File: src/rtl/rps_pkg.sv
// Summary of operation
// - With polarity low, all rail outputs stay inactive after reset until enable is seen asserted.
// - After enable asserts, first rail releases on the ninth time-base tick, eight to nine periods later.
// - Second rail releases exactly eight ticks after the first one.
// - Third rail releases eight ticks after the second, completing power-up.
// - After enable drops, third rail goes inactive on the ninth tick, eight to nine periods later.
// - Then second and first rails go inactive, eight ticks apart.
// - Polarity low: released outputs high, inactive outputs driven low.
// - All delays are counted in periods of the time-base tick.
// - Enable dropping before the first release aborts the count, outputs stay inactive.
// - Enable dropping mid power-up gives a controlled reverse shutdown of released rails.
// - Polarity high: released outputs low, inactive outputs high.
package rps_pkg;

    // Delays in time-base ticks
    localparam logic [3:0] RPS_FIRST_TICKS = 4'h9;
    localparam logic [3:0] RPS_STEP_TICKS  = 4'h8;
    localparam logic [3:0] RPS_CNT_RESET   = 4'h0;

    // Sequencer states
    typedef enum logic [2:0] {
        RPS_OFF,
        RPS_UP1,
        RPS_UP2,
        RPS_UP3,
        RPS_ON,
        RPS_DN3,
        RPS_DN2,
        RPS_DN1
    } rps_state_t;

    // Rail release vector, bit 0 is rail one
    typedef struct packed {
        logic rail3;
        logic rail2;
        logic rail1;
    } rps_rails_t;

    localparam rps_rails_t RPS_RAILS_RESET = 3'h0;

endpackage : rps_pkg

File: src/rtl/rps_sequencer.sv
module rps_sequencer
    import rps_pkg::*;
(
    // Clock and reset
    input  wire logic sys_clk,
    input  wire logic rst_n,
    input  wire logic clk_en,
    // Time base and control pins
    input  wire logic timebase_tick,
    input  wire logic enable_in,
    input  wire logic output_polarity_select,
    // Rail release open-drain pins
    output logic      rail_release_out_1,
    output logic      rail_release_out_2,
    output logic      rail_release_out_3,
    output logic      rail_release_oe_n_1,
    output logic      rail_release_oe_n_2,
    output logic      rail_release_oe_n_3
);

    ////////////////////////////////////////////////////////////////////////////
    // Input synchronisers

    logic [1:0] en_sync_reg;
    logic [1:0] tick_sync_reg;
    logic [1:0] pol_sync_reg;
    logic       tick_prev_reg;
    logic       tick_pulse;

    // enable, tick and polarity synchronisers
    // Pins are asynchronous; first stage is read only by the second
    always_ff @(posedge sys_clk) begin
        if (!rst_n) begin
            en_sync_reg   <= 2'h0;
            tick_sync_reg <= 2'h0;
            pol_sync_reg  <= 2'h0;
            tick_prev_reg <= 1'b0;
        end else if (clk_en) begin
            en_sync_reg   <= {en_sync_reg[0], enable_in};
            tick_sync_reg <= {tick_sync_reg[0], timebase_tick};
            pol_sync_reg  <= {pol_sync_reg[0], output_polarity_select};
            tick_prev_reg <= tick_sync_reg[1];
        end
    end

    // one count per time-base rising edge
    assign tick_pulse = tick_sync_reg[1] & ~tick_prev_reg;

    wire logic en_s  = en_sync_reg[1];
    wire logic pol_s = pol_sync_reg[1];

    ////////////////////////////////////////////////////////////////////////////
    // Sequencer

    rps_state_t state_reg;
    rps_state_t state_next;
    logic [3:0] cnt_reg;
    logic [3:0] cnt_next;
    rps_rails_t rails_reg;
    rps_rails_t rails_next;

    // Counting starts at the next tick edge, so the first delay spans 8 to 9 periods
    always_comb begin
        state_next = state_reg;
        cnt_next   = cnt_reg;
        rails_next = rails_reg;
        case (state_reg)
            RPS_OFF: begin
                cnt_next = RPS_CNT_RESET;
                if (en_s)
                    state_next = RPS_UP1;
            end
            RPS_UP1: begin
                if (!en_s) begin
                    state_next = RPS_OFF;
                    cnt_next   = RPS_CNT_RESET;
                end else if (tick_pulse) begin
                    if (cnt_reg == RPS_FIRST_TICKS - 4'h1) begin
                        rails_next.rail1 = 1'b1;
                        cnt_next         = RPS_CNT_RESET;
                        state_next       = RPS_UP2;
                    end else begin
                        cnt_next = cnt_reg + 4'h1;
                    end
                end
            end
            RPS_UP2: begin
                if (!en_s) begin
                    state_next = RPS_DN1;
                    cnt_next   = RPS_CNT_RESET;
                end else if (tick_pulse) begin
                    if (cnt_reg == RPS_STEP_TICKS - 4'h1) begin
                        rails_next.rail2 = 1'b1;
                        cnt_next         = RPS_CNT_RESET;
                        state_next       = RPS_UP3;
                    end else begin
                        cnt_next = cnt_reg + 4'h1;
                    end
                end
            end
            RPS_UP3: begin
                if (!en_s) begin
                    state_next = RPS_DN2;
                    cnt_next   = RPS_CNT_RESET;
                end else if (tick_pulse) begin
                    if (cnt_reg == RPS_STEP_TICKS - 4'h1) begin
                        rails_next.rail3 = 1'b1;
                        cnt_next         = RPS_CNT_RESET;
                        state_next       = RPS_ON;
                    end else begin
                        cnt_next = cnt_reg + 4'h1;
                    end
                end
            end
            RPS_ON: begin
                cnt_next = RPS_CNT_RESET;
                if (!en_s)
                    state_next = RPS_DN3;
            end
            RPS_DN3: begin
                if (tick_pulse) begin
                    if (cnt_reg == RPS_FIRST_TICKS - 4'h1) begin
                        rails_next.rail3 = 1'b0;
                        cnt_next         = RPS_CNT_RESET;
                        state_next       = RPS_DN2;
                    end else begin
                        cnt_next = cnt_reg + 4'h1;
                    end
                end
            end
            RPS_DN2: begin
                if (tick_pulse) begin
                    if (cnt_reg == RPS_STEP_TICKS - 4'h1) begin
                        rails_next.rail2 = 1'b0;
                        cnt_next         = RPS_CNT_RESET;
                        state_next       = RPS_DN1;
                    end else begin
                        cnt_next = cnt_reg + 4'h1;
                    end
                end
            end
            RPS_DN1: begin
                // OFF then restarts if enable is high again
                if (tick_pulse) begin
                    if (cnt_reg == RPS_STEP_TICKS - 4'h1) begin
                        rails_next.rail1 = 1'b0;
                        cnt_next         = RPS_CNT_RESET;
                        state_next       = RPS_OFF;
                    end else begin
                        cnt_next = cnt_reg + 4'h1;
                    end
                end
            end
            default: begin
                state_next = RPS_OFF;
                cnt_next   = RPS_CNT_RESET;
                rails_next = RPS_RAILS_RESET;
            end
        endcase
    end

    // State registers
    always_ff @(posedge sys_clk) begin
        if (!rst_n) begin
            state_reg <= RPS_OFF;
            cnt_reg   <= RPS_CNT_RESET;
            rails_reg <= RPS_RAILS_RESET;
        end else if (clk_en) begin
            state_reg <= state_next;
            cnt_reg   <= cnt_next;
            rails_reg <= rails_next;
        end
    end

    ////////////////////////////////////////////////////////////////////////////
    // Output drivers

    // polarity high gives active low
    // Pin level is registered, and oe_n low means the pull-down is on
    // Released pin level is rail XOR polarity, so oe_n carries that same level
    always_ff @(posedge sys_clk) begin
        if (!rst_n) begin
            rail_release_out_1  <= 1'b0;
            rail_release_out_2  <= 1'b0;
            rail_release_out_3  <= 1'b0;
            rail_release_oe_n_1 <= 1'b0;
            rail_release_oe_n_2 <= 1'b0;
            rail_release_oe_n_3 <= 1'b0;
        end else if (clk_en) begin
            rail_release_out_1  <= 1'b0;
            rail_release_out_2  <= 1'b0;
            rail_release_out_3  <= 1'b0;
            rail_release_oe_n_1 <= rails_next.rail1 ^ pol_s;
            rail_release_oe_n_2 <= rails_next.rail2 ^ pol_s;
            rail_release_oe_n_3 <= rails_next.rail3 ^ pol_s;
        end
    end
endmodule : rps_sequencer

File: config.mk
export PLATFORM = sky130hd
export DESIGN_NAME = rps_sequencer
export DESIGN_NICKNAME = d
export VERILOG_FILES = /design/src/rtl/rps_pkg.sv /design/src/rtl/rps_sequencer.sv
export SDC_FILE = /design/constraint.sdc
export NUM_CORES = 1
export LEC_CHECK = 0
export BUFFER_PORTS_ARGS = -buffer_cell sky130_fd_sc_hd__buf_4
export CAP_MARGIN = 15
export CORE_MARGIN = 2
export CORE_UTILIZATION = 57
export CTS_BUF_LIST = sky130_fd_sc_hd__clkbuf_16
export DETAILED_ROUTE_END_ITERATION = 10
export PLACE_DENSITY = 0.79
export SYNTH_ARGS = -nofsm -noshare
export SYNTH_HDL_FRONTEND = slang
export SYNTH_SLANG_ARGS = --single-unit
File: constraint.sdc
create_clock -name sys_clk -period 2.95 [get_ports sys_clk]
set_clock_uncertainty 0.1 [all_clocks]
set_input_delay 0.59 -clock sys_clk [delete_from_list [all_inputs] [get_ports sys_clk]]
set_output_delay 0.59 -clock sys_clk [all_outputs]
set_load 0.03 [all_outputs]
# Yosys cells after proc, flatten, opt, wreduce, memory -nomap -nowiden
# Index checks and enable logic that the tools add are counted.
# classes
n_eq_ne	23
bitwise_logic	5
reduce_logical	5
mux	43
addsub	1
# ops
op	n
two-way mux 3 bit	17
two-way mux 4 bit	6
one-hot mux 3 bit (8 select lines)	1
one-hot mux 4 bit (5 select lines)	1
!= test 3 bit (second input constant)	6
!= test 2 bit (second input constant)	8
two-way mux 1 bit	15
AND reduction 15 bit	1
== test 3 bit (second input constant)	4
== test 3 x 2 -> 1 bit (second input constant)	2
one-hot mux 1 bit (2 select lines)	3
OR reduction 2 bit	3
adder 4 x 1 -> 4 bit (second input constant)	1
== test 4 x 3 -> 1 bit (second input constant)	1
== test 4 bit (second input constant)	1
== test 3 x 1 -> 1 bit (second input constant)	1
logical NOT 3 bit	1
XOR 1 bit	3
bitwise AND 1 bit	1
inverter 1 bit	1
# totals
ff_bits	20

# Longest topological paths before layout
# Gate-level depths: netlist (run 1).
# logic_depth
word_depth	6
ltp_mapped	7

# Worst setup path after synthesis (run 1)
# OpenSTA, ideal clock, no wires.
# synth_path
path_type	register -> register
start	register cnt_reg[0]
end	register rail_release_oe_n_2
path_buffers	0
arrival_ns	1.608
required_ns	2.778
stages_incl_launch_ff	7
synth_period_minus_slack_ns	1.780
path_slack_ns	1.170
path_cell_list	dfxtp_1 ha_1 nand2_1 or4_4 nor3b_2 o221a_2 mux2i_1
# synth_via
elab_chain_cells	6
# synth_lines
element	line	text
from (decl)	rps_sequencer.sv:57	logic [3:0] cnt_reg;
from (signal assigned)	rps_sequencer.sv:170	cnt_reg <= cnt_next;
== test 4 x 3 -> 1 bit (*)	rps_sequencer.sv:92, rps_sequencer.sv:133	
two-way mux 1 bit	rps_sequencer.sv:92	if (cnt_reg == RPS_STEP_TICKS - 4'h1) begin
two-way mux 1 bit	rps_sequencer.sv:91	end else if (tick_pulse) begin
two-way mux 1 bit	rps_sequencer.sv:88	if (!en_s) begin
one-hot mux 1 bit (2 select lines) (*)	rps_sequencer.sv:67	case (state_reg)
XOR 1 bit (*)	rps_sequencer.sv:194	rail_release_oe_n_2 <= rails_next.rail2 ^ pol_s;
to (signal assigned)	rps_sequencer.sv:194	
to (decl)	rps_sequencer.sv:17	output logic rail_release_oe_n_2,
# Mark *: on every way between the ends. The rest lies on a longest branch, timed or not.
# A chain may end at the register's enable or synchronous reset.

# Worst setup path in the final report (run 1)
# Same ends and word-level chain as after synthesis.

==> results of run 1 <==
-- critical path: cells and delay by family, from the launching register on --
kind / cells / cell delay (ns)
flops: 1 / 0.39
simple gates: 3 / 0.77
compound gates: 1 / 0.24
fa+ha+maj: 1 / 0.23
mux: 1 / 0.22
-- cells in the mapped netlist --
cell type	number	area, µm²
sky130_fd_sc_hd__inv_2	1	3.75
sky130_fd_sc_hd__a31oi_1	3	18.8
sky130_fd_sc_hd__or2_2	1	6.26
sky130_fd_sc_hd__nor3b_2	1	12.5
sky130_fd_sc_hd__or4_4	1	11.3
sky130_fd_sc_hd__nand2_1	15	56.3
sky130_fd_sc_hd__nand3b_1	1	7.51
sky130_fd_sc_hd__dfxtp_1	20	400
sky130_fd_sc_hd__nor3_1	2	10.0
sky130_fd_sc_hd__o2111ai_1	1	8.76
sky130_fd_sc_hd__o211ai_1	1	7.51
sky130_fd_sc_hd__o21a_1	5	37.5
sky130_fd_sc_hd__o221a_2	5	56.3
sky130_fd_sc_hd__mux2i_1	12	120
sky130_fd_sc_hd__and2_1	1	6.26
sky130_fd_sc_hd__and3_1	1	6.26
sky130_fd_sc_hd__buf_2	1	5.00
sky130_fd_sc_hd__nand4_1	1	6.26
sky130_fd_sc_hd__conb_1	1	3.75
sky130_fd_sc_hd__o31a_2	1	10.0
sky130_fd_sc_hd__clkbuf_1	4	15.0
sky130_fd_sc_hd__a21oi_1	4	20.0
sky130_fd_sc_hd__a211oi_1	1	7.51
sky130_fd_sc_hd__ha_1	2	25.0
sky130_fd_sc_hd__nor2_1	5	18.8
sky130_fd_sc_hd__buf_4	3	22.5
sky130_fd_sc_hd__nand2b_1	2	12.5
sky130_fd_sc_hd__o21ai_0	6	30.0
sky130_fd_sc_hd__nor4bb_1	1	10.0
sky130_fd_sc_hd__nand2b_4	1	13.8
sky130_fd_sc_hd__inv_1	6	22.5
sky130_fd_sc_hd__nand3_1	4	20.0
sky130_fd_sc_hd__nor2b_1	11	68.8
-- report_power, final --
group	internal, W	switching, W	leakage, nW
logic	0.0000159	0.0000252	0.257
registers	0.000275	0.00000413	0.162
clock network	0.000269	0.000107	0.0511
total	0.000560	0.000136	0.470
-- worst max-delay path by stage --
stage	cells past startpoint	to	slack, ns	start
final	6	rail_release_oe_n_2	0.91	cnt_reg[0]
after global routing	7	state_reg[1]	0.76	cnt_reg[1]
after CTS	6	rail_release_oe_n_2	0.92	cnt_reg[0]
after detailed placement	7	state_reg[1]	0.95	cnt_reg[1]
after global placement	6	rail_release_oe_n_2	1.07	cnt_reg[0]
after floorplan	6	rail_release_oe_n_2	1.17	cnt_reg[0]
-- logic make-up after synthesis --
family,after synthesis,synth area share [%]
muxes,12,11.1
AOI/OAI and AO/OA,27,18.2
other,1,0.347
buffers and inverters,15,6.36
adders and majority gates,2,2.31
DFF,20,37.0
and+or+nand+nor,48,24.7
-- cell type report --
type | instances | share of cell area (%)
inverters | 7 | 2.11
flip-flops and latches | 20 | 32.2
repair buffers | 8 | 4.83
clock buffers | 3 | 6.04
multi-input cells | 92 | 49.8
well taps | 25 | 2.52
clock inverters | 1 | 2.42
-- routing by layer --
layer  global-route usage [%]  vias up  share of wire, %
met2                     33.8       31                47
met3                     6.42        5               5.2
met4                     13.5        0               2.1
met1                     24.8      420                46
li1                         -      444                 -
met5                        0        -                 0
-- through the flow --
step	utilization, %	hold slack, ns	cells	cell area [µm²]
final	70.4	0.416	156	1240
after detailed placement	64.5	0.406	152	1140
after CTS	70.4	0.423	156	1240
after global routing	70.4	0.452	156	1240
after floorplan	-	0.368	127	1090
after global placement	64.5	0.394	152	1140
==> impl_metrics.xml, run 1 <==
<?xml version="1.0" encoding="UTF-8"?>
<metrics>
  <group name="global_routing">
    <metric name="grt_pass1_wl" unit="µm">3260</metric>
    <metric name="antenna_found_initial" unit="">0</metric>
    <metric name="via_count_of_the_first_global_routing_pass" unit="">801</metric>
    <metric name="track_usage" unit="%">21.2</metric>
    <metric name="grt_max_degree" unit="">27</metric>
    <metric name="globalRouteOverflowTotal" unit="">0</metric>
  </group>
  <group name="setup_path">
    <metric name="worst_ep_arrival_time" unit="ns">2.12</metric>
    <metric name="cp_data_required_time" unit="ns">3.03</metric>
    <metric name="number_of_cells_on_the_worst_reg_to_reg_path" unit="">6</metric>
    <metric name="timing.rr.start" unit="">cnt_reg[0]</metric>
    <metric name="setup.worst_path.start_class" unit="">flip-flop</metric>
    <metric name="cp_max_fo" unit="">5</metric>
    <metric name="endpoint_of_the_most_critical_register_to_register_path" unit="">rail_release_oe_n_2</metric>
    <metric name="timing.critical_path.to_type" unit="">flip-flop</metric>
    <metric name="reg2reg_setup_slack" unit="ns">0.91</metric>
    <metric name="worst-setup-path-type" unit="">flip-flop to flip-flop</metric>
    <metric name="cp_cell_sequence" unit="">ha_1, nand2_1, or4_4, nor3b_2, o221a_2, mux2i_1</metric>
    <metric name="critical_path.max_stage_delay" unit="ns">0.46</metric>
    <metric name="cpMaxStageDelayCell" unit="">sky130_fd_sc_hd__or4_4</metric>
  </group>
  <group name="clocking">
    <metric name="clock_tree_from_tritoncts" unit="">done</metric>
    <metric name="post_cts_resized" unit="">0</metric>
    <metric name="clock_tree.root_cell" unit="">sky130_fd_sc_hd__clkbuf_16</metric>
    <metric name="cts.sinks" unit="">20</metric>
    <metric name="clockBufferDepth" unit="">2</metric>
    <metric name="cts-hold-fix-buffers" unit="">0</metric>
    <metric name="clock_insertion_delay_worst_skew" unit="ns">0.26</metric>
    <metric name="postCtsSetupRepairBufs" unit="">0</metric>
    <metric name="tritoncts.num_buffers" unit="">3</metric>
    <metric name="clock_h_tree_levels" unit="">1</metric>
    <metric name="cts.clk_slew.worst_paths" unit="ns">0.06</metric>
  </group>
  <group name="worst_hold_path">
    <metric name="holdCritPathClass" unit="">flip-flop to flip-flop</metric>
    <metric name="hold_path_depth" unit="">2</metric>
    <metric name="min_delay_worst_endpoint" unit="">pol_sync_reg[1]</metric>
    <metric name="timing.hold.worst.start" unit="">pol_sync_reg[0]</metric>
  </group>
  <group name="timing">
    <metric name="rsz0062_at_grt" unit="">no</metric>
    <metric name="shortest_period_the_worst_path_allows" unit="ns">2.04</metric>
    <metric name="report.final.slew_viol_count" unit="">0</metric>
    <metric name="tcrit_tclk_final" unit="%">69.3</metric>
    <metric name="final.setup.worst_slack" unit="ns">0.906</metric>
    <metric name="final_hold_viol_count" unit="">0</metric>
    <metric name="max_freq" unit="MHz">489</metric>
    <metric name="setup_tns" unit="ns">0</metric>
    <metric name="setup_viol" unit="">0</metric>
  </group>
  <group name="place">
    <metric name="dp_hpwl" unit="µm">1440</metric>
    <metric name="port_buffers" unit="">8</metric>
    <metric name="pre_cts_ws" unit="ns">0.945</metric>
    <metric name="routabilityCongestion" unit="">0.833</metric>
  </group>
  <group name="synth">
    <metric name="synth_seq_area_share" unit="%">37.0</metric>
    <metric name="synth-seq-cells" unit="">20</metric>
    <metric name="synth_cells" unit="">125</metric>
    <metric name="ys_types" unit="">33</metric>
    <metric name="avgSynthCellArea" unit="µm²">8.65</metric>
    <metric name="synth_area" unit="µm²">1080</metric>
    <metric name="yosys_warnings" unit="">0</metric>
  </group>
  <group name="finish">
    <metric name="layout-area-overhead-vs-synth" unit="%">14.9</metric>
    <metric name="filler_cell_count" unit="">148</metric>
    <metric name="layout_common_cells" unit="">sky130_fd_sc_hd__dfxtp_1 (20), sky130_fd_sc_hd__nand2_1 (15), sky130_fd_sc_hd__mux2i_1 (12)</metric>
    <metric name="seq_area" unit="µm²">400</metric>
    <metric name="fin_nets" unit="">140</metric>
    <metric name="largest_reg_flops" unit="">4</metric>
    <metric name="final_layout_size_suffix_gt1_share" unit="%">17.6</metric>
    <metric name="num_antenna_cells" unit="">0</metric>
    <metric name="mostFrequentLayoutCell" unit="">sky130_fd_sc_hd__dfxtp_1</metric>
    <metric name="multi_input_logic_area" unit="µm²">619</metric>
  </group>
  <group name="routing">
    <metric name="post-route-drc-count" unit="">0</metric>
    <metric name="ant_nets" unit="">0</metric>
    <metric name="wl_per_cell" unit="µm">13.6</metric>
    <metric name="num_vias" unit="">900</metric>
    <metric name="routed_via_density" unit="">5.77</metric>
    <metric name="detail_route.wirelength" unit="µm">2120</metric>
    <metric name="detailedRoute.firstPassIterationCount" unit="">4</metric>
    <metric name="drt_iter0_markers" unit="">31</metric>
  </group>
  <group name="power_and_ir_drop">
    <metric name="worst_ir_drop_vdd" unit="mV">0.391</metric>
    <metric name="power-per-cell-area" unit="nW/µm²">561</metric>
    <metric name="final_total_pwr" unit="W">0.000697</metric>
    <metric name="cellLeakagePower" unit="nW">0.470</metric>
  </group>
  <group name="status">
    <metric name="status" unit="">complete, no violations</metric>
  </group>
  <group name="die">
    <metric name="start_util" unit="%">61.3</metric>
    <metric name="die_area" unit="µm²">2260</metric>
    <metric name="dieHeight" unit="µm">47.6</metric>
    <metric name="fp.coreArea" unit="µm²">1760</metric>
    <metric name="die-width" unit="µm">47.6</metric>
    <metric name="rows" unit="">15</metric>
    <metric name="floorplan.io_pins" unit="">12</metric>
  </group>
  <group name="run">
    <metric name="maxCapViolations" unit="">0</metric>
  </group>
</metrics>
(Power assumes the default switching activity.)
==> run 2: changes to the inputs <==
Settings changed: CORE_UTILIZATION 57 to 51, PLACE_DENSITY 0.79 to 0.75.
Clock period 2.95 ns to 1.7 ns, I/O delays scaled along.
==> impl_metrics.xml, run 2 (same netlist as run 1, synthesis figures left out) <==
<?xml version="1.0" encoding="UTF-8"?>
<metrics>
  <group name="clocking">
    <metric name="clockBufferDepth" unit="">2</metric>
    <metric name="clock_h_tree_levels" unit="">1</metric>
    <metric name="clock_insertion_delay_worst_skew" unit="ns">0.25</metric>
    <metric name="cts.sinks" unit="">20</metric>
    <metric name="clock_tree.root_cell" unit="">sky130_fd_sc_hd__clkbuf_16</metric>
    <metric name="tritoncts.num_buffers" unit="">3</metric>
    <metric name="clock_tree_from_tritoncts" unit="">done</metric>
    <metric name="cts.clk_slew.worst_paths" unit="ns">0.05</metric>
  </group>
  <group name="status">
    <metric name="violated_checks" unit="">setup timing</metric>
    <metric name="status" unit="">finished with violations</metric>
  </group>
  <group name="power_and_ir_drop">
    <metric name="power-per-cell-area" unit="nW/µm²">760</metric>
    <metric name="worst_ir_drop_vdd" unit="mV">0.633</metric>
    <metric name="cellLeakagePower" unit="nW">0.515</metric>
    <metric name="final_total_pwr" unit="W">0.00104</metric>
  </group>
  <group name="place">
    <metric name="placed_area" unit="µm²">1230</metric>
    <metric name="dp_hpwl" unit="µm">1450</metric>
    <metric name="routabilityCongestion" unit="">0.812</metric>
    <metric name="pre_cts_ws" unit="ns">-0.161</metric>
    <metric name="port_buffers" unit="">8</metric>
  </group>
  <group name="run">
    <metric name="maxCapViolations" unit="">0</metric>
  </group>
  <group name="global_routing">
    <metric name="antenna_found_initial" unit="">0</metric>
    <metric name="globalRouteOverflowTotal" unit="">0</metric>
    <metric name="via_count_of_the_first_global_routing_pass" unit="">796</metric>
    <metric name="track_usage" unit="%">18.0</metric>
    <metric name="grt_max_degree" unit="">27</metric>
    <metric name="grt_pass1_wl" unit="µm">3440</metric>
  </group>
  <group name="die">
    <metric name="dieHeight" unit="µm">50.0</metric>
    <metric name="floorplan.io_pins" unit="">12</metric>
    <metric name="die-width" unit="µm">50.0</metric>
    <metric name="start_util" unit="%">54.5</metric>
    <metric name="rows" unit="">16</metric>
    <metric name="fp.coreArea" unit="µm²">1980</metric>
    <metric name="die_area" unit="µm²">2500</metric>
  </group>
  <group name="setup_path">
    <metric name="setup.worst_path.start_class" unit="">flip-flop</metric>
    <metric name="cp_data_required_time" unit="ns">1.78</metric>
    <metric name="cp_cell_sequence" unit="">ha_4, nand2_2, or4_4, nor3b_2, o221a_2, mux2i_1</metric>
    <metric name="cp_max_fo" unit="">5</metric>
    <metric name="critical-path-top-delay-family" unit="">simple AND/OR/NAND/NOR gates</metric>
    <metric name="worst-setup-path-type" unit="">flip-flop to flip-flop</metric>
    <metric name="endpoint_of_the_most_critical_register_to_register_path" unit="">rail_release_oe_n_2</metric>
    <metric name="cpMaxStageDelayCell" unit="">sky130_fd_sc_hd__or4_4</metric>
    <metric name="number_of_cells_on_the_worst_reg_to_reg_path" unit="">6</metric>
    <metric name="reg2reg_setup_slack" unit="ns">-0.10</metric>
    <metric name="critical_path.max_stage_delay" unit="ns">0.46</metric>
    <metric name="critical_path_buf_inv_count" unit="">0</metric>
    <metric name="timing.critical_path.to_type" unit="">flip-flop</metric>
    <metric name="worst_ep_arrival_time" unit="ns">1.88</metric>
    <metric name="timing.rr.start" unit="">cnt_reg[0]</metric>
  </group>
  <group name="worst_hold_path">
    <metric name="holdCritPathClass" unit="">primary input to flip-flop</metric>
    <metric name="timing.hold.worst.start" unit="">timebase_tick</metric>
    <metric name="min_delay_worst_endpoint" unit="">tick_sync_reg[0]</metric>
    <metric name="hold_path_depth" unit="">3</metric>
  </group>
  <group name="finish">
    <metric name="final_layout_size_suffix_gt1_share" unit="%">30.3</metric>
    <metric name="final_cell_area_excluding_filler_cells" unit="µm²">1370</metric>
    <metric name="largest_reg_flops" unit="">4</metric>
    <metric name="layout_common_cells" unit="">sky130_fd_sc_hd__buf_4 (19), sky130_fd_sc_hd__dfxtp_1 (18), sky130_fd_sc_hd__nand2_1 (14)</metric>
    <metric name="num_antenna_cells" unit="">0</metric>
    <metric name="mostFrequentLayoutCell" unit="">sky130_fd_sc_hd__buf_4</metric>
    <metric name="fin_nets" unit="">151</metric>
    <metric name="filler_cell_count" unit="">148</metric>
    <metric name="layout-area-overhead-vs-synth" unit="%">26.7</metric>
  </group>
  <group name="timing">
    <metric name="final.setup.worst_slack" unit="ns">-0.101</metric>
    <metric name="setup_viol" unit="">4</metric>
    <metric name="max_freq" unit="MHz">555</metric>
    <metric name="tcrit_tclk_final" unit="%">106</metric>
    <metric name="rsz0062_at_grt" unit="">yes</metric>
    <metric name="shortest_period_the_worst_path_allows" unit="ns">1.80</metric>
    <metric name="final_hold_viol_count" unit="">0</metric>
    <metric name="setup_tns" unit="ns">-0.192</metric>
    <metric name="final.hold.worst_slack" unit="ns">0.246</metric>
    <metric name="report.final.slew_viol_count" unit="">0</metric>
  </group>
  <group name="routing">
    <metric name="post-route-drc-count" unit="">0</metric>
    <metric name="detailedRoute.firstPassIterationCount" unit="">4</metric>
    <metric name="wl_per_cell" unit="µm">12.6</metric>
    <metric name="num_vias" unit="">922</metric>
    <metric name="detail_route.wirelength" unit="µm">2130</metric>
    <metric name="ant_nets" unit="">0</metric>
    <metric name="routed_via_density" unit="">5.46</metric>
    <metric name="drt_iter0_markers" unit="">28</metric>
  </group>
</metrics>
run 2: changes by cell type in the layout (fill, tap and decap cells not counted), sizes merged:
cell    before  now
clkinv       0    1
buf          8   19
bufinv       1    0
run 2: tightest hold or removal path, cell delays in order:
cell and delay (ns):
sky130_fd_sc_hd__buf_4 0.08, sky130_fd_sc_hd__mux2i_1 0.05, sky130_fd_sc_hd__nor2b_1 0.09
run 2: routing by layer:
| metal | part of all wire (%) | global-route usage, % | vias to the layer above |
|---|---|---|---|
| met5 | 0 | 0 | - |
| met4 | 2.1 | 10.6 | 0 |
| met3 | 3.3 | 3.94 | 5 |
| met2 | 45 | 24.6 | 19 |
| met1 | 49 | 25.6 | 430 |
| li1 | - | - | 468 |
run 2: repair_timing:
action / CTS / global route
gates resized for setup: 4 / 7
hold buffers: 0 / 0
buffers inserted: 1 / 0
pin swaps: 3 / 11
endpoints found under the setup margin: 12 / 12
run 2: area by class of cell:
| cell class | count | area [µm²] | area share [%] |
|---|---|---|---|
| clock buffer | 3 | 75.1 | 5.48 |
| clock inverter | 1 | 3.75 | 0.274 |
| inverter | 7 | 26.3 | 1.92 |
| multi-input combinational | 92 | 681 | 49.7 |
| sequential | 20 | 408 | 29.8 |
| tap | 27 | 33.8 | 2.47 |
| timing repair buffer | 19 | 143 | 10.4 |
run 2: through the flow:
stage / util (%) / std cells
detailed placement: 62.2 / 164
finish: 69.1 / 169
floorplan: - / 127
CTS: 67.6 / 169
global route: 69.1 / 169
global placement: 62.2 / 164
run 2: how the worst max path moves through the flow:
| stage | depth (start not counted) | end | slack, ns | start |
|---|---|---|---|---|
| finish | 6 | rail_release_oe_n_2 | -0.10 | cnt_reg[0] |
| global route | 6 | rail_release_oe_n_2 | -0.15 | cnt_reg[0] |
| CTS | 6 | rail_release_oe_n_2 | -0.1 | cnt_reg[0] |
| detailed placement | 7 | cnt_reg[2] | -0.16 | cnt_reg[0] |
| global placement | 6 | rails_reg[2] | -0.09 | cnt_reg[0] |
| floorplan | 6 | rails_reg[2] | -0.006 | cnt_reg[1] |
run 2: power breakdown:
| part | internal, W | total [W] | switching [W] |
|---|---|---|---|
| Sequential | 0.000475 | 0.000480 | 0.00000573 |
| Combinational | 0.0000327 | 0.0000791 | 0.0000465 |
| Clock | 0.000313 | 0.000482 | 0.000169 |
